## config.mk

```make
export PLATFORM = sky130hd
export DESIGN_NAME = gcd_decoder
export DESIGN_NICKNAME = d
export VERILOG_FILES = /design/src/gcd_pkg.sv /design/src/gcd_decoder.sv
export SDC_FILE = /design/constraint.sdc
export NUM_CORES = 1
export LEC_CHECK = 0
export BUFFER_PORTS_ARGS = -buffer_cell sky130_fd_sc_hd__buf_2
export CORE_ASPECT_RATIO = 1.2
export CORE_MARGIN = 1
export CORE_UTILIZATION = 30
export CTS_CLUSTER_DIAMETER = 100
export DETAILED_ROUTE_END_ITERATION = 7
export HOLD_SLACK_MARGIN = 0.15
export SETUP_SLACK_MARGIN = 0.5
export SYNTH_ARGS = -nofsm -noshare
export SYNTH_HDL_FRONTEND = slang
export SYNTH_SLANG_ARGS = --single-unit
```

## constraint.sdc

```tcl
create_clock -name clk -period 3 [get_ports clk]
set_input_delay 0.15 -clock clk [delete_from_list [all_inputs] [get_ports clk]]
set_output_delay 0.15 -clock clk [all_outputs]
set_load 0.02 [all_outputs]
```

## src/gcd_pkg.sv

```systemverilog
// Constants, codes and carrier types for the bus command decoder
package gcd_pkg;
   // ****************************************************
   // Timing
   // ****************************************************
   localparam int CLK_PERIOD_NS = 4;
   localparam int SETTLE_NS     = 2000;
   localparam int SETTLE_CYC    = (SETTLE_NS + CLK_PERIOD_NS - 1) / CLK_PERIOD_NS;
   localparam int SETTLE_W      = 9;
   localparam logic [SETTLE_W-1:0] SETTLE_LAST = SETTLE_W'(SETTLE_CYC - 1);

   // ****************************************************
   // Receive buffer shape
   // ****************************************************
   localparam int FIFO_DEPTH = 32;
   localparam int FIFO_WIDTH = 9;

   // ****************************************************
   // Multiline command codes
   // ****************************************************
   localparam logic [6:0] CMD_GTL = 7'h01;
   localparam logic [6:0] CMD_SDC = 7'h04;
   localparam logic [6:0] CMD_GET = 7'h08;
   localparam logic [6:0] CMD_LLO = 7'h11;
   localparam logic [6:0] CMD_DCL = 7'h14;
   localparam logic [6:0] CMD_SPE = 7'h18;
   localparam logic [6:0] CMD_SPD = 7'h19;
   localparam logic [6:0] CMD_UNL = 7'h3f;
   localparam logic [6:0] CMD_UNT = 7'h5f;
   localparam logic [1:0] GRP_CMD    = 2'h0;
   localparam logic [1:0] GRP_LISTEN = 2'h1;
   localparam logic [1:0] GRP_TALK   = 2'h2;
   localparam int RQS_BIT = 6;

   // ****************************************************
   // Types
   // ****************************************************
   typedef struct packed {
      logic [7:0] dio_n;
      logic       eoi_n;
      logic       dav_n;
      logic       nrfd_n;
      logic       ndac_n;
      logic       atn_n;
      logic       ifc_n;
      logic       ren_n;
      logic       srq_n;
   } gcd_bus_t;
   localparam gcd_bus_t BUS_IDLE = 16'hffff;
   localparam gcd_bus_t BUS_ZERO = 16'h0000;

   typedef struct packed {
      logic       eoi;
      logic [7:0] data;
   } gcd_rx_t;

   typedef enum logic [1:0] {AH_READY = 2'b00, AH_TAKE = 2'b01, AH_HOLD = 2'b11} gcd_ah_t;
   typedef enum logic [1:0] {SH_IDLE = 2'b00, SH_SETTLE = 2'b01, SH_VALID = 2'b11,
                             SH_DONE = 2'b10} gcd_sh_t;
   typedef enum logic [3:0] {C_NONE, C_GTL, C_SDC, C_GET, C_LLO, C_DCL, C_SPE, C_SPD,
                             C_UNL, C_UNT, C_MLA, C_MTA, C_OTA} gcd_cmd_t;
endpackage

```

## src/gcd_decoder.sv

```systemverilog
// Bus command decoder with acceptor, source handshake and receive buffer
`timescale 1ns/100ps

// ****************************************************
// Receive buffer
// ****************************************************
module gcd_fifo #(
   parameter int W = 9,
   parameter int D = 32
) (
   input  wire logic         clk,
   input  wire logic         rst,
   input  wire logic         in_valid,
   output logic              in_ready,
   input  wire logic [W-1:0] in_data,
   output logic              out_valid,
   input  wire logic         out_ready,
   output logic [W-1:0]      out_data
);
   localparam int AW = $clog2(D);
   logic [W-1:0] mem [D];
   logic [AW:0]  wr_reg;
   logic [AW:0]  rd_reg;

   assign in_ready  = !((wr_reg[AW] != rd_reg[AW]) && (wr_reg[AW-1:0] == rd_reg[AW-1:0]));
   assign out_valid = (wr_reg != rd_reg);
   assign out_data  = mem[rd_reg[AW-1:0]];

   always_ff @(posedge clk) begin
      if (in_valid && in_ready) begin
         mem[wr_reg[AW-1:0]] <= in_data;
      end
   end

   always_ff @(posedge clk) begin
      if (rst) begin
         wr_reg <= '0;
      end else if (in_valid && in_ready) begin
         wr_reg <= wr_reg + 1'b1;
      end
   end

   always_ff @(posedge clk) begin
      if (rst) begin
         rd_reg <= '0;
      end else if (out_valid && out_ready) begin
         rd_reg <= rd_reg + 1'b1;
      end
   end
endmodule

// ****************************************************
// Decoder top
// ****************************************************
module gcd_decoder (
   input  wire logic             clk,
   input  wire logic             rst,
   input  wire gcd_pkg::gcd_bus_t bus_in,
   output gcd_pkg::gcd_bus_t     bus_out,
   output gcd_pkg::gcd_bus_t     bus_oe_n,
   input  wire logic [4:0]       my_addr,
   input  wire logic             talk_only,
   input  wire logic             local_key,
   input  wire logic [7:0]       status_byte,
   input  wire logic             svc_req,
   input  wire logic [7:0]       tx_data,
   input  wire logic             tx_eoi,
   input  wire logic             tx_valid,
   output logic                  tx_ready,
   output gcd_pkg::gcd_rx_t      rx_data,
   output logic                  rx_valid,
   input  wire logic             rx_ready,
   output logic                  listener,
   output logic                  talker,
   output logic                  remote,
   output logic                  lockout,
   output logic                  spoll_mode,
   output logic                  srq_pending,
   output logic                  dev_clear,
   output logic                  trigger
);
   // ****************************************************
   // Command classifier
   // ****************************************************
   function automatic gcd_pkg::gcd_cmd_t decode(input logic [7:0] b, input logic [4:0] a);
      logic [6:0] c;
      c = b[6:0];
      if (c[6:5] == gcd_pkg::GRP_CMD) begin
         case (c)
            gcd_pkg::CMD_GTL: decode = gcd_pkg::C_GTL;
            gcd_pkg::CMD_SDC: decode = gcd_pkg::C_SDC;
            gcd_pkg::CMD_GET: decode = gcd_pkg::C_GET;
            gcd_pkg::CMD_LLO: decode = gcd_pkg::C_LLO;
            gcd_pkg::CMD_DCL: decode = gcd_pkg::C_DCL;
            gcd_pkg::CMD_SPE: decode = gcd_pkg::C_SPE;
            gcd_pkg::CMD_SPD: decode = gcd_pkg::C_SPD;
            default:          decode = gcd_pkg::C_NONE;
         endcase
      end else if (c[6:5] == gcd_pkg::GRP_LISTEN) begin
         decode = (c == gcd_pkg::CMD_UNL) ? gcd_pkg::C_UNL :
                  (c[4:0] == a) ? gcd_pkg::C_MLA : gcd_pkg::C_NONE;
      end else if (c[6:5] == gcd_pkg::GRP_TALK) begin
         decode = (c == gcd_pkg::CMD_UNT) ? gcd_pkg::C_UNT :
                  (c[4:0] == a) ? gcd_pkg::C_MTA : gcd_pkg::C_OTA;
      end else begin
         decode = gcd_pkg::C_NONE;
      end
   endfunction

   gcd_pkg::gcd_bus_t  s1_reg;
   gcd_pkg::gcd_bus_t  s2_reg;
   logic               key1_reg;
   logic               key2_reg;
   logic               ren_d_reg;
   gcd_pkg::gcd_ah_t   ah_reg;
   gcd_pkg::gcd_sh_t   sh_reg;
   logic [7:0]         byte_reg;
   logic               eoi_take_reg;
   logic               atn_take_reg;
   logic               nrfd_drv_reg;
   logic               ndac_drv_reg;
   logic [7:0]         dio_drv_reg;
   logic               eoi_drv_reg;
   logic               dav_drv_reg;
   logic               stb_reg;
   logic [gcd_pkg::SETTLE_W-1:0] cnt_reg;
   logic               listen_reg;
   logic               talk_reg;
   logic               spoll_reg;
   logic               lockout_reg;
   logic               remote_reg;
   logic               srq_reg;
   logic               clear_reg;
   logic               trig_reg;
   logic               atn;
   logic               ifc;
   logic               ren;
   logic               dav;
   logic               take;
   logic               ah_active;
   logic               sh_active;
   logic               push;
   logic               push_ready;
   logic               stb_done;
   gcd_pkg::gcd_cmd_t  cmd;

   // ****************************************************
   // Pin synchronisers
   // ****************************************************
   always_ff @(posedge clk) begin
      if (rst) begin
         s1_reg <= gcd_pkg::BUS_IDLE;
         s2_reg <= gcd_pkg::BUS_IDLE;
         key1_reg <= 1'b0;
         key2_reg <= 1'b0;
      end else begin
         s1_reg <= bus_in;
         s2_reg <= s1_reg;
         key1_reg <= local_key;
         key2_reg <= key1_reg;
      end
   end

   assign atn = !s2_reg.atn_n;
   assign ifc = !s2_reg.ifc_n;
   assign ren = !s2_reg.ren_n;
   assign dav = !s2_reg.dav_n;

   // ****************************************************
   // Acceptor handshake
   // ****************************************************
   assign ah_active = atn || listen_reg;
   assign take      = (ah_reg == gcd_pkg::AH_TAKE);
   assign push      = take && !atn_take_reg && listen_reg;
   assign cmd       = (take && atn_take_reg) ? decode(byte_reg, my_addr) : gcd_pkg::C_NONE;

   always_ff @(posedge clk) begin
      if (rst || !ah_active) begin
         ah_reg <= gcd_pkg::AH_READY;
         nrfd_drv_reg <= 1'b0;
         ndac_drv_reg <= 1'b0;
         byte_reg <= 8'h00;
         eoi_take_reg <= 1'b0;
         atn_take_reg <= 1'b0;
      end else begin
         case (ah_reg)
            gcd_pkg::AH_READY: begin
               ndac_drv_reg <= 1'b1;
               nrfd_drv_reg <= !atn && !push_ready;
               if (dav && !nrfd_drv_reg) begin
                  byte_reg <= ~s2_reg.dio_n;
                  eoi_take_reg <= !s2_reg.eoi_n;
                  atn_take_reg <= atn;
                  nrfd_drv_reg <= 1'b1;
                  ah_reg <= gcd_pkg::AH_TAKE;
               end
            end
            gcd_pkg::AH_TAKE: begin
               ndac_drv_reg <= 1'b0;
               ah_reg <= gcd_pkg::AH_HOLD;
            end
            gcd_pkg::AH_HOLD: begin
               if (!dav) begin
                  ndac_drv_reg <= 1'b1;
                  ah_reg <= gcd_pkg::AH_READY;
               end
            end
            default: ah_reg <= gcd_pkg::AH_READY;
         endcase
      end
   end

   gcd_fifo #(
      .W (gcd_pkg::FIFO_WIDTH),
      .D (gcd_pkg::FIFO_DEPTH)
   ) u_rx_fifo (
      .clk       (clk),
      .rst       (rst),
      .in_valid  (push),
      .in_ready  (push_ready),
      .in_data   ({eoi_take_reg, byte_reg}),
      .out_valid (rx_valid),
      .out_ready (rx_ready),
      .out_data  (rx_data)
   );

   // ****************************************************
   // Addressing state
   // ****************************************************
   always_ff @(posedge clk) begin
      if (rst || ifc) begin
         listen_reg <= 1'b0;
      end else if (cmd == gcd_pkg::C_MLA) begin
         listen_reg <= 1'b1;
      end else if (cmd == gcd_pkg::C_UNL || cmd == gcd_pkg::C_MTA) begin
         listen_reg <= 1'b0;
      end
   end

   always_ff @(posedge clk) begin
      if (rst || ifc) begin
         talk_reg <= 1'b0;
      end else if (cmd == gcd_pkg::C_MTA) begin
         talk_reg <= 1'b1;
      end else if (cmd == gcd_pkg::C_UNT || cmd == gcd_pkg::C_OTA || cmd == gcd_pkg::C_MLA) begin
         talk_reg <= 1'b0;
      end
   end

   always_ff @(posedge clk) begin
      if (rst || ifc) begin
         spoll_reg <= 1'b0;
      end else if (cmd == gcd_pkg::C_SPE) begin
         spoll_reg <= 1'b1;
      end else if (cmd == gcd_pkg::C_SPD) begin
         spoll_reg <= 1'b0;
      end
   end

   // ****************************************************
   // Remote, local and lockout
   // ****************************************************
   always_ff @(posedge clk) begin
      if (rst) begin
         ren_d_reg <= 1'b0;
      end else begin
         ren_d_reg <= ren;
      end
   end

   always_ff @(posedge clk) begin
      if (rst || !ren) begin
         lockout_reg <= 1'b0;
      end else if (cmd == gcd_pkg::C_LLO) begin
         lockout_reg <= 1'b1;
      end
   end

   always_ff @(posedge clk) begin
      if (rst || !ren) begin
         remote_reg <= 1'b0;
      end else if (cmd == gcd_pkg::C_GTL && listen_reg) begin
         remote_reg <= 1'b0;
      end else if (!ren_d_reg || cmd == gcd_pkg::C_MLA) begin
         remote_reg <= 1'b1;
      end else if (key2_reg && !lockout_reg) begin
         remote_reg <= 1'b0;
      end
   end

   // ****************************************************
   // Clear and trigger pulses
   // ****************************************************
   always_ff @(posedge clk) begin
      if (rst) begin
         clear_reg <= 1'b0;
         trig_reg <= 1'b0;
      end else begin
         clear_reg <= cmd == gcd_pkg::C_DCL || (cmd == gcd_pkg::C_SDC && listen_reg);
         trig_reg <= cmd == gcd_pkg::C_GET && listen_reg;
      end
   end

   // ****************************************************
   // Service request
   // ****************************************************
   assign stb_done = (sh_reg == gcd_pkg::SH_VALID) && s2_reg.ndac_n && stb_reg;

   always_ff @(posedge clk) begin
      if (rst) begin
         srq_reg <= 1'b0;
      end else if (svc_req) begin
         srq_reg <= 1'b1;
      end else if (stb_done) begin
         srq_reg <= 1'b0;
      end
   end

   // ****************************************************
   // Source handshake
   // ****************************************************
   assign sh_active = talker && !atn;
   assign tx_ready  = sh_active && !spoll_reg && (sh_reg == gcd_pkg::SH_IDLE);

   always_ff @(posedge clk) begin
      if (rst || !sh_active) begin
         sh_reg <= gcd_pkg::SH_IDLE;
         dio_drv_reg <= 8'h00;
         eoi_drv_reg <= 1'b0;
         dav_drv_reg <= 1'b0;
         stb_reg <= 1'b0;
         cnt_reg <= '0;
      end else begin
         case (sh_reg)
            gcd_pkg::SH_IDLE: begin
               cnt_reg <= '0;
               if (spoll_reg) begin
                  dio_drv_reg <= status_byte;
                  dio_drv_reg[gcd_pkg::RQS_BIT] <= srq_reg;
                  stb_reg <= 1'b1;
                  sh_reg <= gcd_pkg::SH_SETTLE;
               end else if (tx_valid) begin
                  dio_drv_reg <= tx_data;
                  eoi_drv_reg <= tx_eoi;
                  stb_reg <= 1'b0;
                  sh_reg <= gcd_pkg::SH_SETTLE;
               end
            end
            gcd_pkg::SH_SETTLE: begin
               if (cnt_reg != gcd_pkg::SETTLE_LAST) begin
                  cnt_reg <= cnt_reg + 1'b1;
               end else if (s2_reg.nrfd_n && !s2_reg.ndac_n) begin
                  dav_drv_reg <= 1'b1;
                  sh_reg <= gcd_pkg::SH_VALID;
               end
            end
            gcd_pkg::SH_VALID: begin
               if (s2_reg.ndac_n) begin
                  dav_drv_reg <= 1'b0;
                  dio_drv_reg <= 8'h00;
                  eoi_drv_reg <= 1'b0;
                  sh_reg <= gcd_pkg::SH_DONE;
               end
            end
            gcd_pkg::SH_DONE: sh_reg <= gcd_pkg::SH_IDLE;
            default: sh_reg <= gcd_pkg::SH_IDLE;
         endcase
      end
   end

   // ****************************************************
   // Pin drive and status outputs
   // ****************************************************
   assign bus_out  = gcd_pkg::BUS_ZERO;
   assign bus_oe_n = {~dio_drv_reg, ~eoi_drv_reg, ~dav_drv_reg, ~nrfd_drv_reg, ~ndac_drv_reg,
                      3'h7, ~srq_reg};
   assign listener    = listen_reg;
   assign talker      = talk_reg || talk_only;
   assign remote      = remote_reg;
   assign lockout     = lockout_reg;
   assign spoll_mode  = spoll_reg;
   assign srq_pending = srq_reg;
   assign dev_clear   = clear_reg;
   assign trigger     = trig_reg;

   // ****************************************************
   // Checks
   // ****************************************************
   property p_llo;
      @(posedge clk) disable iff (rst) (cmd == gcd_pkg::C_LLO && ren) |=> lockout_reg;
   endproperty
   a_llo: assert property (p_llo)
      else $error("Lockout not entered");

   property p_dcl;
      @(posedge clk) disable iff (rst) (cmd == gcd_pkg::C_DCL) |=> dev_clear ##1 !dev_clear;
   endproperty
   a_dcl: assert property (p_dcl)
      else $error("Device clear pulse wrong");

   property p_spe;
      @(posedge clk) disable iff (rst) (cmd == gcd_pkg::C_SPE && !ifc) |=> spoll_reg;
   endproperty
   a_spe: assert property (p_spe)
      else $error("Serial poll not entered");

   property p_spd;
      @(posedge clk) disable iff (rst) (cmd == gcd_pkg::C_SPD) |=> !spoll_reg;
   endproperty
   a_spd: assert property (p_spd)
      else $error("Serial poll not left");

   property p_unaddr;
      @(posedge clk) disable iff (rst) (take && atn_take_reg && !listen_reg) |=> !trigger;
   endproperty
   a_unaddr: assert property (p_unaddr)
      else $error("Unaddressed device acted");

   property p_mla;
      @(posedge clk) disable iff (rst) (cmd == gcd_pkg::C_MLA && !ifc) |=> listen_reg && !talk_reg;
   endproperty
   a_mla: assert property (p_mla)
      else $error("Listen address not taken");

   property p_mta;
      @(posedge clk) disable iff (rst) (cmd == gcd_pkg::C_MTA && !ifc) |=> talk_reg && !listen_reg;
   endproperty
   a_mta: assert property (p_mta)
      else $error("Talk address not taken");

   property p_scg;
      @(posedge clk) disable iff (rst) (take && byte_reg[6:5] == 2'h3) |-> cmd == gcd_pkg::C_NONE;
   endproperty
   a_scg: assert property (p_scg)
      else $error("Secondary byte decoded");

   property p_ifc;
      @(posedge clk) disable iff (rst) ifc |=> !listen_reg && !talk_reg && !spoll_reg;
   endproperty
   a_ifc: assert property (p_ifc)
      else $error("Interface clear ignored");

   property p_dav;
      @(posedge clk) disable iff (rst) $rose(dav_drv_reg) |-> $past(s2_reg.nrfd_n) && !$past(s2_reg.ndac_n);
   endproperty
   a_dav: assert property (p_dav)
      else $error("Data valid without ready");

   property p_stb;
      @(posedge clk) disable iff (rst) (stb_done && !svc_req) |=> !srq_reg;
   endproperty
   a_stb: assert property (p_stb)
      else $error("Request not cleared by poll");
endmodule

```

# Yosys cells after proc, flatten, opt, wreduce, memory -nomap -nowiden
# Memories as Yosys holds them, arrays and structs flattened. A register that Yosys moved wholly into a read port is not among the register bits.
# Cells that the tools add are included.
dict set report classes {
  n_addsub 3
  muxes 50
  reduce_logical 66
  bitwise 7
  eq_ne 42
}
# operator n
set op_table {}
lappend op_table {{$eq A7 B5 Y1 const B} 4}
lappend op_table {{$mux W4} 6}
lappend op_table {{$mux W8} 3}
lappend op_table {{$mux W1} 21}
lappend op_table {{$pmux W3 S7} 1}
lappend op_table {{$eq A4 B4 Y1 const B} 5}
lappend op_table {{$logic_and A1 B1 Y1} 18}
lappend op_table {{$pmux W9 S2} 1}
lappend op_table {{$reduce_bool A2 Y1} 9}
lappend op_table {{$eq A4 B3 Y1 const B} 4}
lappend op_table {{$ne A2 B2 Y1 const B} 8}
lappend op_table {{$not A8 Y8} 2}
lappend op_table {{$pmux W8 S2} 1}
lappend op_table {{$logic_not A1 Y1} 14}
lappend op_table {{$mux W2} 7}
lappend op_table {{$add A6 B1 Y6 const B} 2}
lappend op_table {{$reduce_and A4 Y1} 3}
lappend op_table {{$logic_or A1 B1 Y1} 11}
lappend op_table {{$eq A5 B5 Y1} 2}
lappend op_table {{$mux W5} 2}
lappend op_table {{$reduce_and A2 Y1} 5}
lappend op_table {{$add A9 B1 Y9 const B} 1}
lappend op_table {{$mux W9} 1}
lappend op_table {{$ne A9 B9 Y1 const B} 1}
lappend op_table {{other kinds (22)} 36}
dict set report totals {
  reg_bits 89
  memories 1
  wordCells 210
  out_inout_bits 51
  inputBits 45
  ram_bits 288
}
# name depth width rd rd_ports_with_merged_regs wr line_no
set memory_table {}
lappend memory_table {u_rx_fifo.mem 32 9 1 1 1 gcd_decoder.sv:21} ;# logic [W-1:0] mem [D];

# Logic depth before layout (Yosys ltp)
# Gate-level depths: netlist (run 1).
dict set report logic_depth {
  word_depth 12
  mapped_depth 7
  ltp_nobuf 6
}

# Modules after synthesis
# Synthesis (run 1) repeated with hierarchy kept, for this count alone.
dict set report unflattened {
  cells_unflattened 925
  area_unflattened_um2 15213.3
}
# module cells_per_inst area_per_inst_um2 seq_area_each_um2 instances
set by_module_without_submodules {}
lappend by_module_without_submodules {gcd_fifo 538 11867.6 8988.6 1}
lappend by_module_without_submodules {gcd_decoder 387 3345.7 1541.5 1}

# Least setup slack after synthesis (run 1)
# No wires, ideal clock.
dict set report synth_timing {
  kind {register to register}
  start {register listen_reg (netlist: listener)}
  end {memory u_rx_fifo.mem[29][0], enable pin}
  n_path_buf 1
  arrival_time_ps 2005
  period_less_slack_ps 2380
  setup_time_ps 374
  path_stages_with_launch 7
  required_time_ps 2626
  setup_slack_ps 620
  path_cell_list {dfxtp_1 inv_1 nor4b_1 o31a_1 clkbuf_1 nand2_1 nor2_1}
}
dict set report synth_via {
  elab_chain_cells 4
}
# item line_no
set synth_rtl {}
lappend synth_rtl {{from (decl)} gcd_decoder.sv:127} ;# logic listen_reg;
lappend synth_rtl {{from (signal assigned)} gcd_decoder.sv:232} ;# listen_reg <= 1'b0;
lappend synth_rtl {{from (signal assigned)} gcd_decoder.sv:234} ;# listen_reg <= 1'b1;
lappend synth_rtl {{from (signal assigned)} gcd_decoder.sv:236} ;# listen_reg <= 1'b0;
lappend synth_rtl {{$logic_and A1 B1 Y1} gcd_decoder.sv:174} ;# assign push = take && !atn_take_reg && listen_reg;
lappend synth_rtl {{$logic_and A1 B1 Y1} gcd_decoder.sv:30} ;# if (in_valid && in_ready) begin
lappend synth_rtl {{$mux W1} gcd_decoder.sv:30}
lappend synth_rtl {{$mux W1 (implied by the code)} gcd_decoder.sv:31} ;# mem[wr_reg[AW-1:0]] <= in_data;
lappend synth_rtl {{to (decl)} gcd_decoder.sv:21}
# Every way passes these cells.

==> qor.yml, run 1 <==
fmax_ghz: 0.344
ys_seq_elements: 382
antenna_found_initial: 1
rsz0062_at_grt: "true"
path_cells: "buf_8, buf_6, buf_12, mux4_2, mux4_2, mux2_4, buf_6"
worst_ir_drop_vdd_uv: 368
finalWirelength_mm: 31.6
syn_area_um2: 15200
drc: 0
cts.sinks: 382
area_growth_pct: 22.1
vias: 8171
syn_avg_cell_area_um2: 16.6
finalSetupViolations: 0
rows: 89
die_area_um2: 51500
cp-start-kind: "register"
cts_made_buffers: 39
htreeDepth: 2
maxCapViolations: 0
ys_warn_count: 0
drt_pass1_iterations: 6
min_to: "srq_pending$_SDFFE_PP0P_"
nets: 1131
vias_per_cell: 4.67
cts_max_path_buffers: 3
min_path_type: "in2reg"
finalHoldViolCount: 0
place_inst: 1626
slew_headroom_pct: 39.9
reg2reg_depth: 7
fin_crit_sh_pct: 96.8
p_leak_nw: 6.17
power.density_nw_per_um2: 582
synth.yosys.seq_area_share_pct: 69.4
globalRoute.totalOverflow: 0
tightest_slew_ps: 902
async_flop_share_pct: 0
routedWlPerCell_um: 18.1
finClkSkew_ps: 14.4
worst_setup_path_end_kind: "output pin"
required_ps: 2850
min_path_cells: 2
largest_register_ffs: 288
rrSetupSlack_ps: 660
critPathKind: "reg2out"
layout.cells.non_filler: 1749
gp_congestion: 0.788
fin_util_pct: 37.4
ant_nets: 0
grt_max_degree: 56
crit_fanout: 5
layout-drive-gt1-share_pct: 31.1
initial_core_util_pct: 30.6
portBuffers: 74
outcome: "finished, final reports clean"
die_y_um: 248
clk_pin_slew_ps: 60
core_area_um2: 49600
drtIter0Drc: 587
grt_pass1_vias: 8317
cp.arrival_ps: 2750
grt_usage_pct: 12.1
grt_pass1_wl_mm: 48.1
synth_cells: 915
finalCriticalPeriod_ps: 2900
layout_common_cells: "edfxtp_1, nor2_1, mux4_2, dfxtp_1, buf_2"
final_common_cell: "edfxtp_1"
cts_tree: "built"
power_mw: 10.8
synth-main-ff-cell: "edfxtp_1"
die_x_um: 207
slew_violations: 0
slowest_delay_ps: 530
insertion_delay_ps: 540
dp_hpwl_mm: 19.7
reg2reg_from: "listener$_SDFFE_PP0P_"
min_from: "rst"
r2r-end: "u_rx_fifo.mem[0][4]$_DFFE_PP_"
root_buffer: "clkbuf_16"
synth_edf_count: 288
synth_cell_types: 56
cp_slowest_cell: "mux4_2"
fin_tns_setup_ps: 0
io_pins: 96
[power breakdown]
group	leakage, nW	internal, mW	switching, mW
combinational	2.10	0.0939	0.114
sequential	3.44	5.64	0.0122
clock	0.636	2.93	2.00
total	6.17	8.66	2.12
[stage by stage]
step | instance area, um2 | hold slack, ps | worst slack (ps)
6_report | 18500 | 229 | 96.9
5_1_grt | 18500 | 274 | 39.4
4_1_cts | 18500 | 222 | 55.6
3_5_place_dp | 16500 | 337 | 439
3_3_place_gp | 16500 | 333 | 449
2_1_floorplan | 15200 | 254 | 620
[logic make-up after synthesis]
kind of cell,share of synthesized area (%)
flops,69.4
xor+xnor,1.38
other cells,0.0495
compound gates,3.74
mux,14.6
buf+inv,2.81
fa+ha+maj,0.495
simple gates,7.56
[layer usage]
layer	wire, um	vias to the layer above	GRT usage (%)
met2	15800	211	21.1
met5	0	-	0
li1	-	3834	-
met3	1400	50	2.07
met4	707	0	3.75
met1	13700	4076	15.4
[worst max-delay path by stage]
stage                                      to  slack [ps]  cells after the start
3_3_place_gp                       rx_data[7]         450                      5
4_1_cts                            rx_data[5]          60                      6
3_5_place_dp                       rx_data[1]         440                      5
5_1_grt                            rx_data[0]          40                      7
6_report                           rx_data[0]         100                      7
2_1_floorplan  u_rx_fifo.mem[29][0]$_DFFE_PP_         620                      6
[timing repair]
item,CTS,global route
buffers inserted,9,0
setup endpoints to repair,9,217
hold buffers,36,0
endpoints found under the hold margin,32,0
pin swaps,0,0
gates resized for setup,28,10
cloned,3,2
[final cells by class]
| type | instances | area [um2] |
|---|---|---|
| Fill cell | 4543 | 31000 |
| Sequential cell | 382 | 10500 |
| Multi-Input combinational cell | 466 | 4340 |
| Clock inverter | 18 | 209 |
| Antenna cell | 1 | 2.50 |
| Tap cell | 637 | 797 |
| Timing Repair Buffer | 172 | 1470 |
| Clock buffer | 54 | 1100 |
| Inverter | 19 | 71.3 |
[cell usage after synthesis (all sizes together), types with 2 or more instances]
| cell | n | area share, % |
|---|---|---|
| a211oi | 13 | 0.64 |
| a21oi | 18 | 0.59 |
| a22oi | 8 | 0.40 |
| a41o | 2 | 0.13 |
| a41oi | 5 | 0.29 |
| and2 | 2 | 0.082 |
| and3 | 5 | 0.21 |
| and3b | 2 | 0.12 |
| and4 | 5 | 0.29 |
| buf | 42 | 1.8 |
| clkbuf | 23 | 0.57 |
| conb | 2 | 0.049 |
| dfxtp | 94 | 12 |
| edfxtp | 288 | 57 |
| ha | 6 | 0.49 |
| inv | 19 | 0.47 |
| mux2 | 15 | 1.1 |
| mux2i | 2 | 0.13 |
| mux4 | 90 | 13 |
| nand2 | 26 | 0.64 |
| nand2b | 5 | 0.21 |
| nand3 | 11 | 0.36 |
| nand3b | 3 | 0.15 |
| nand4 | 3 | 0.12 |
| nand4b | 2 | 0.12 |
| nor2 | 92 | 2.3 |
| nor2b | 8 | 0.33 |
| nor3 | 12 | 0.40 |
| nor3b | 2 | 0.099 |
| nor4b | 2 | 0.12 |
| o211ai | 3 | 0.15 |
| o21a | 2 | 0.099 |
| o21ai | 12 | 0.40 |
| o311ai | 4 | 0.23 |
| o31a | 2 | 0.12 |
| o31ai | 4 | 0.20 |
| or2 | 36 | 1.5 |
| or3 | 8 | 0.33 |
| xnor2 | 11 | 0.63 |
| xor2 | 13 | 0.75 |
[worst max-delay path: cells and delay by family (launching register included)]
kind	cells	cell delay [ps]
buffers and inverters	4	520
DFF	1	380
muxes	3	1320
Note: power is estimated with default switching activity, not from simulation.
==> run 2, diff against run 1 <==
CORE_ASPECT_RATIO = 0.7   (was 1.2)
clock period = 2.7 ns   (was 3 ns; I/O delays follow)
==> qor.yml, run 2 (synthesized netlist as in run 1, its figures left out) <==
die_y_um: 190  # -23%
antenna_found_initial: 1  # unchanged
vias: 8582  # +5.0%
layout-drive-gt1-share_pct: 34.5  # +3.4 points
reg2reg_from: "u_rx_fifo.wr_reg[0]$_SDFFE_PP0P_"
r2r-end: "u_rx_fifo.mem[5][0]$_DFFE_PP_"
power.switching_mw: 2.26  # +6.5%
area_growth_pct: 25.5
grtUsageMet3_pct: 4.29  # +2.2 points
cts.sinks: 382  # unchanged
grt_busiest_layer: "met1"
routedWlPerCell_um: 19.4  # +7.4%
reg2reg_depth: 7  # unchanged
fin_util_pct: 38.4  # +1.0 points
diodes: 0  # -1
power.density_nw_per_um2: 608  # +4.5%
required_ps: 2570  # -280 ps
die_area_um2: 51500  # about the same
design_area_um2: 19100  # +2.8%
failed_checks: "negative setup slack"
ant_nets: 0  # unchanged
worst_ir_drop_vdd_uv: 306  # -17%
swShare_pct: 19.5  # -0.19 points
rows: 68  # -24%
grt_pass1_vias: 8365  # +0.58%
finClkSkew_ps: 11.8  # -2.60 ps
cts_tree: "built"
crit_fanout: 6  # +1
p_int_mw: 9.34  # +7.8%
slew_violations: 0  # unchanged
vias_per_cell: 4.81  # +3.0%
min_path_cells: 2  # unchanged
cp.arrival_ps: 2740  # about the same
grt_usage_pct: 13.4  # +1.3 points
insertion_delay_ps: 520  # -20 ps
place_area_um2: 16700  # +0.96%
pwr-share-seq_pct: 54.1  # +1.7 points
critPathKind: "reg2out"
io_pins: 96  # unchanged
largest_register_ffs: 288  # unchanged
fmax_ghz: 0.348
tightest_slew_ps: 906  # +4.00 ps
root_buffer: "clkbuf_16"
min_to: "srq_pending$_SDFFE_PP0P_"
finalWirelength_mm: 34.6  # +9.5%
use_met1_pct: 20.4  # +5.0 points
min_path_type: "in2reg"
finalCriticalPeriod_ps: 2870
grt_max_degree: 56  # unchanged
min_from: "rst"
initial_core_util_pct: 30.6  # about the same
grt_pass1_wl_mm: 52.1  # +8.5%
setup_slack_ps: -173  # -269 ps
cp_slowest_cell: "mux4_2"
core_area_um2: 49600  # about the same
cts_made_buffers: 36  # -7.7%
p_clk_share_pct: 43.9  # -1.8 points
nets: 1146  # +1.3%
htreeDepth: 2  # unchanged
slew_headroom_pct: 39.6  # -0.27 points
final_common_cell: "edfxtp_1"
rsz0062_at_grt: "true"
cts_max_path_buffers: 3  # unchanged
fin_tns_setup_ps: -1350  # -1350 ps
finalHoldViolCount: 0  # unchanged
gp_congestion: 0.765  # -2.9%
drc: 0  # unchanged
portBuffers: 74  # unchanged
slowest_delay_ps: 510  # -20 ps
worst_setup_path_end_kind: "output pin"
combPwrFrac_pct: 2.0  # about the same
drt_pass1_iterations: 5  # -1
die_x_um: 271  # +31%
grt_use_met2_pct: 18.6  # -2.5 points
p_leak_nw: 6.31  # +2.2%
cp-start-kind: "register"
maxCapViolations: 0  # unchanged
place_ws_ps: 218  # -221 ps
fin_crit_sh_pct: 106
outcome: "finished with violations"
drtIter0Drc: 825  # +41%
clk_pin_slew_ps: 60  # about the same
dp_hpwl_mm: 21.9  # +11%
path_buf_inv: 4  # unchanged
whs_ps: 219  # -9.05 ps
path_cells: "buf_12, buf_12, buf_16, mux4_2, mux4_2, mux2_4, buf_6"
layout_common_cells: "edfxtp_1, mux4_2, dfxtp_1, nor2_1, buf_2"
critPathTopFamily: "multiplexers"
finalSetupViolations: 9  # +9
globalRoute.totalOverflow: 0  # unchanged
rrSetupSlack_ps: 610  # -50 ps
-- run 2: cell count changes in the layout (fill, tap and decap cells not counted), sizes merged --
| cell | change |
|---|---|
| diode | -1 |
| clkinv | -1 |
| clkbuf | -11 |
| inv | -1 |
| buf | +21 |
| dlygate4sd3 | -1 |
-- run 2: worst register-to-register path: stages (launching register included) --
cell and delay, ps:
dfxtp_1 470, xnor2_1 150, nand2_1 220, o31a_1 380
buf_12 150, nand2_4 240, nor2_4 80, buf_4 170
-- run 2: what timing repair did --
item                                    4_1_cts  5_1_grt
endpoints found under the hold margin        30        0
hold buffers                                 35        0
gates resized for setup                      39        9
buffers inserted                             36        1
cloned                                        5        0
endpoints found under the setup margin      229      232
pin swaps                                    24        0
-- run 2: power groups by stage --
stage	registers (mW)	clock network, mW	logic [mW]
final	6.28	5.09	0.231
after global routing	6.28	5.43	0.253
after CTS	6.28	5.20	0.229
after detailed placement	6.41	0	0.190
after global placement	6.41	0	0.187
after floorplan	6.41	0	0.141
-- run 2: final cells by class --
class                   instances  area (um2)
well taps                     665         832
flip-flops and latches        382       10500
inverters                      19        71.3
fillers                      4526       30500
multi-input cells             466        4550
clock buffers                  45         987
repair buffers                190        1900
clock inverters                16         179
-- run 2: worst max-delay path by stage --
stage | start | endpoint | slack [ps] | cells after the start
final | register | rx_data[5] | -170 | 7
after CTS | register | rx_data[5] | -200 | 7
after floorplan | byte_reg[3]$_SDFFE_PP0P_ | remote$_SDFFE_PP0P_ | 530 | 6
after detailed placement | register | rx_data[1] | 220 | 5
after global routing | register | rx_data[6] | -250 | 7
after global placement | register | rx_data[1] | 240 | 5
-- run 2: through the flow --
step | std cells | total power, mW
floorplan | 932 | 6.55
global placement | 1645 | 6.59
detailed placement | 1645 | 6.60
CTS | 1782 | 11.7
global route | 1783 | 12.0
finish | 1783 | 11.6
-- run 2: per-layer routing --
metal | part of all wire (%) | wire length (um)
met1 | 48 | 16700
met2 | 41 | 14400
met3 | 9.0 | 3120
met4 | 1.2 | 410
met5 | 0 | 0
==> run 3, diff against run 2 <==
CAP_MARGIN = 20   (was unset)
CORE_MARGIN = 5   (was 1)
GPL_ROUTABILITY_DRIVEN = 1   (was unset)
==> qor.yml, run 3 (synthesized netlist as in run 1, its figures left out) <==
slowest_delay_ps: 530  # +20 ps
layout_common_cells: "edfxtp_1, mux4_2, dfxtp_1, buf_2, nor2_1"
met1_length_mm: 17.1  # +2.4%
multiInputGateArea_um2: 4620  # +1.6%
nets: 1147  # +0.087%
globalRoute.totalOverflow: 0  # unchanged
vias_per_cell: 4.72  # -1.9%
grt_pass1_wl_mm: 51.1  # -1.9%
rows: 69  # +1.5%
maxCapViolations: 0  # unchanged
final_common_cell: "edfxtp_1"
critPathTopFamily: "multiplexers"
routedWlPerCell_um: 19.1  # -1.5%
cts_made_buffers: 35  # -2.8%
p_leak_nw: 6.27  # -0.57%
rsz0062_at_grt: "true"
finClkSkew_ps: 19.0  # +7.23 ps
outcome: "finished with violations"
finalHoldViolCount: 0  # unchanged
fin_crit_sh_pct: 107  # +0.90 points
cp.arrival_ps: 2760  # +20 ps
cts_tree: "built"
cp-start-kind: "register"
wl_met2_mm: 14.2  # -0.71%
layout-drive-gt1-share_pct: 35.7  # +1.2 points
finalSetupViolations: 9  # unchanged
seqCellArea_um2: 10500  # about the same
cpMostUsedCell: "mux4_2"
ant_nets: 0  # unchanged
grt_pass1_vias: 8354  # -0.13%
power_mw: 11.3  # -2.2%
clk_pin_slew_ps: 70  # about the same
cp_slowest_cell: "mux4_2"
antenna_found_initial: 1  # unchanged
n_fill_cell: 4653  # +2.8%
path_buf_inv: 3  # -1
failed_checks: "negative setup slack"
top_layer_used: "met4"
diodes: 0  # unchanged
critPathKind: "reg2out"
dr_wl_met3_mm: 2.45  # -22%
insertion_delay_ps: 540  # +20 ps
power.density_nw_per_um2: 596  # -2.0%
setup_slack_ps: -197  # -24.2 ps
fmax_ghz: 0.345  # -0.84%
drtIter0Drc: 831  # +0.73%
area_growth_pct: 25.3
gp_congestion: 0.749  # -2.2%
slew_headroom_pct: 42.2  # +2.6 points
drt_pass1_iterations: 4  # -1
worst_setup_path_end_kind: "output pin"
drc: 0  # unchanged
required_ps: 2570  # about the same
largest_register_ffs: 288  # unchanged
initial_core_util_pct: 30.1  # -0.50 points
portBuffers: 74  # unchanged
crit_fanout: 5  # -1
dp_hpwl_mm: 22.2  # +1.3%
finalCriticalPeriod_ps: 2900  # +24.2 ps
cts_max_path_buffers: 3  # unchanged
place_ws_ps: 184  # -33.6 ps
die_x_um: 279  # +3.0%
die_area_um2: 55300  # +7.3%
vias: 8479  # -1.2%
whs_ps: 216  # -3.41 ps
worst_ir_drop_vdd_uv: 338  # +10%
root_buffer: "clkbuf_16"
slew_violations: 0  # unchanged
grt_max_degree: 56  # unchanged
min_path_type: "in2reg"
tightest_slew_ps: 867  # -38.7 ps
finalWirelength_mm: 34.3  # -0.86%
die_y_um: 198  # +4.2%
htreeDepth: 2  # unchanged
io_pins: 96  # unchanged
cts.sinks: 382  # unchanged
path_cells: "buf_12, buf_8, mux4_2, mux4_2, mux2_4, buf_6"
core_area_um2: 50400  # +1.6%
grt_usage_pct: 12.1  # -1.3 points
==> run 3: changes by cell type in the layout (fill, tap and decap cells not counted), sizes merged <==
| cell | before | now |
|---|---|---|
| inv | 20 | 23 |
| bufinv | 4 | 2 |
| buf | 155 | 156 |
| clkinv | 9 | 10 |
| clkinvlp | 2 | 1 |
| dlygate4sd3 | 35 | 36 |
==> run 3: cell type report <==
class	count	share of cell area, %
Timing Repair Buffer	192	9.73
Inverter	19	0.375
Clock buffer	45	4.96
Multi-Input combinational cell	466	24.3
Clock inverter	17	0.750
Tap cell	674	4.43
Sequential cell	382	55.5
==> run 3: worst paths after layout <==
kind | from | end | slack (ps) | depth (start not counted)
max | register | rx_data[3] | -200 | 6
min reg2reg | s2_reg[15]$_SDFF_PP1_ | byte_reg[7]$_SDFFE_PP0P_ | 400 | 1
max reg2reg | listener$_SDFFE_PP0P_ | u_rx_fifo.mem[16][4]$_DFFE_PP_ | 650 | 8
min | rst | srq_pending$_SDFFE_PP0P_ | 220 | 2
==> run 3: per-layer routing <==
metal	vias to the layer above	global-route usage (%)
met5	-	0
met4	0	2.25
met3	48	2.71
met2	247	16.8
met1	4309	19.5
li1	3875	-
==> run 3: what timing repair did <==
action | 4_1_cts | 5_1_grt
hold buffers | 36 | 0
gates resized for setup | 53 | 16
buffers inserted | 41 | 0
endpoints found under the hold margin | 32 | 0
cloned | 3 | 0
endpoints found under the setup margin | 306 | 246
pin swaps | 24 | 1
==> run 3: where the power goes <==
group          leakage, nW  switching (mW)  internal (mW)  total (mW)
registers             3.44          0.0136           6.26        6.27
logic                 2.29           0.128          0.105       0.233
clock network        0.538            2.16           2.68        4.83
total                 6.27            2.30           9.04        11.3
==> run 3: through the flow <==
| stage | setup TNS [ps] | util (%) | instance area [um2] | std cells |
|---|---|---|---|---|
| after floorplan | 0 | - | 15400 | 932 |
| after global placement | 0 | 33.1 | 16700 | 1653 |
| after detailed placement | 0 | 33.1 | 16700 | 1653 |
| after CTS | -1770 | 37.6 | 19000 | 1795 |
| after global routing | -2250 | 37.7 | 19000 | 1795 |
| final | -1580 | 37.7 | 19000 | 1795 |
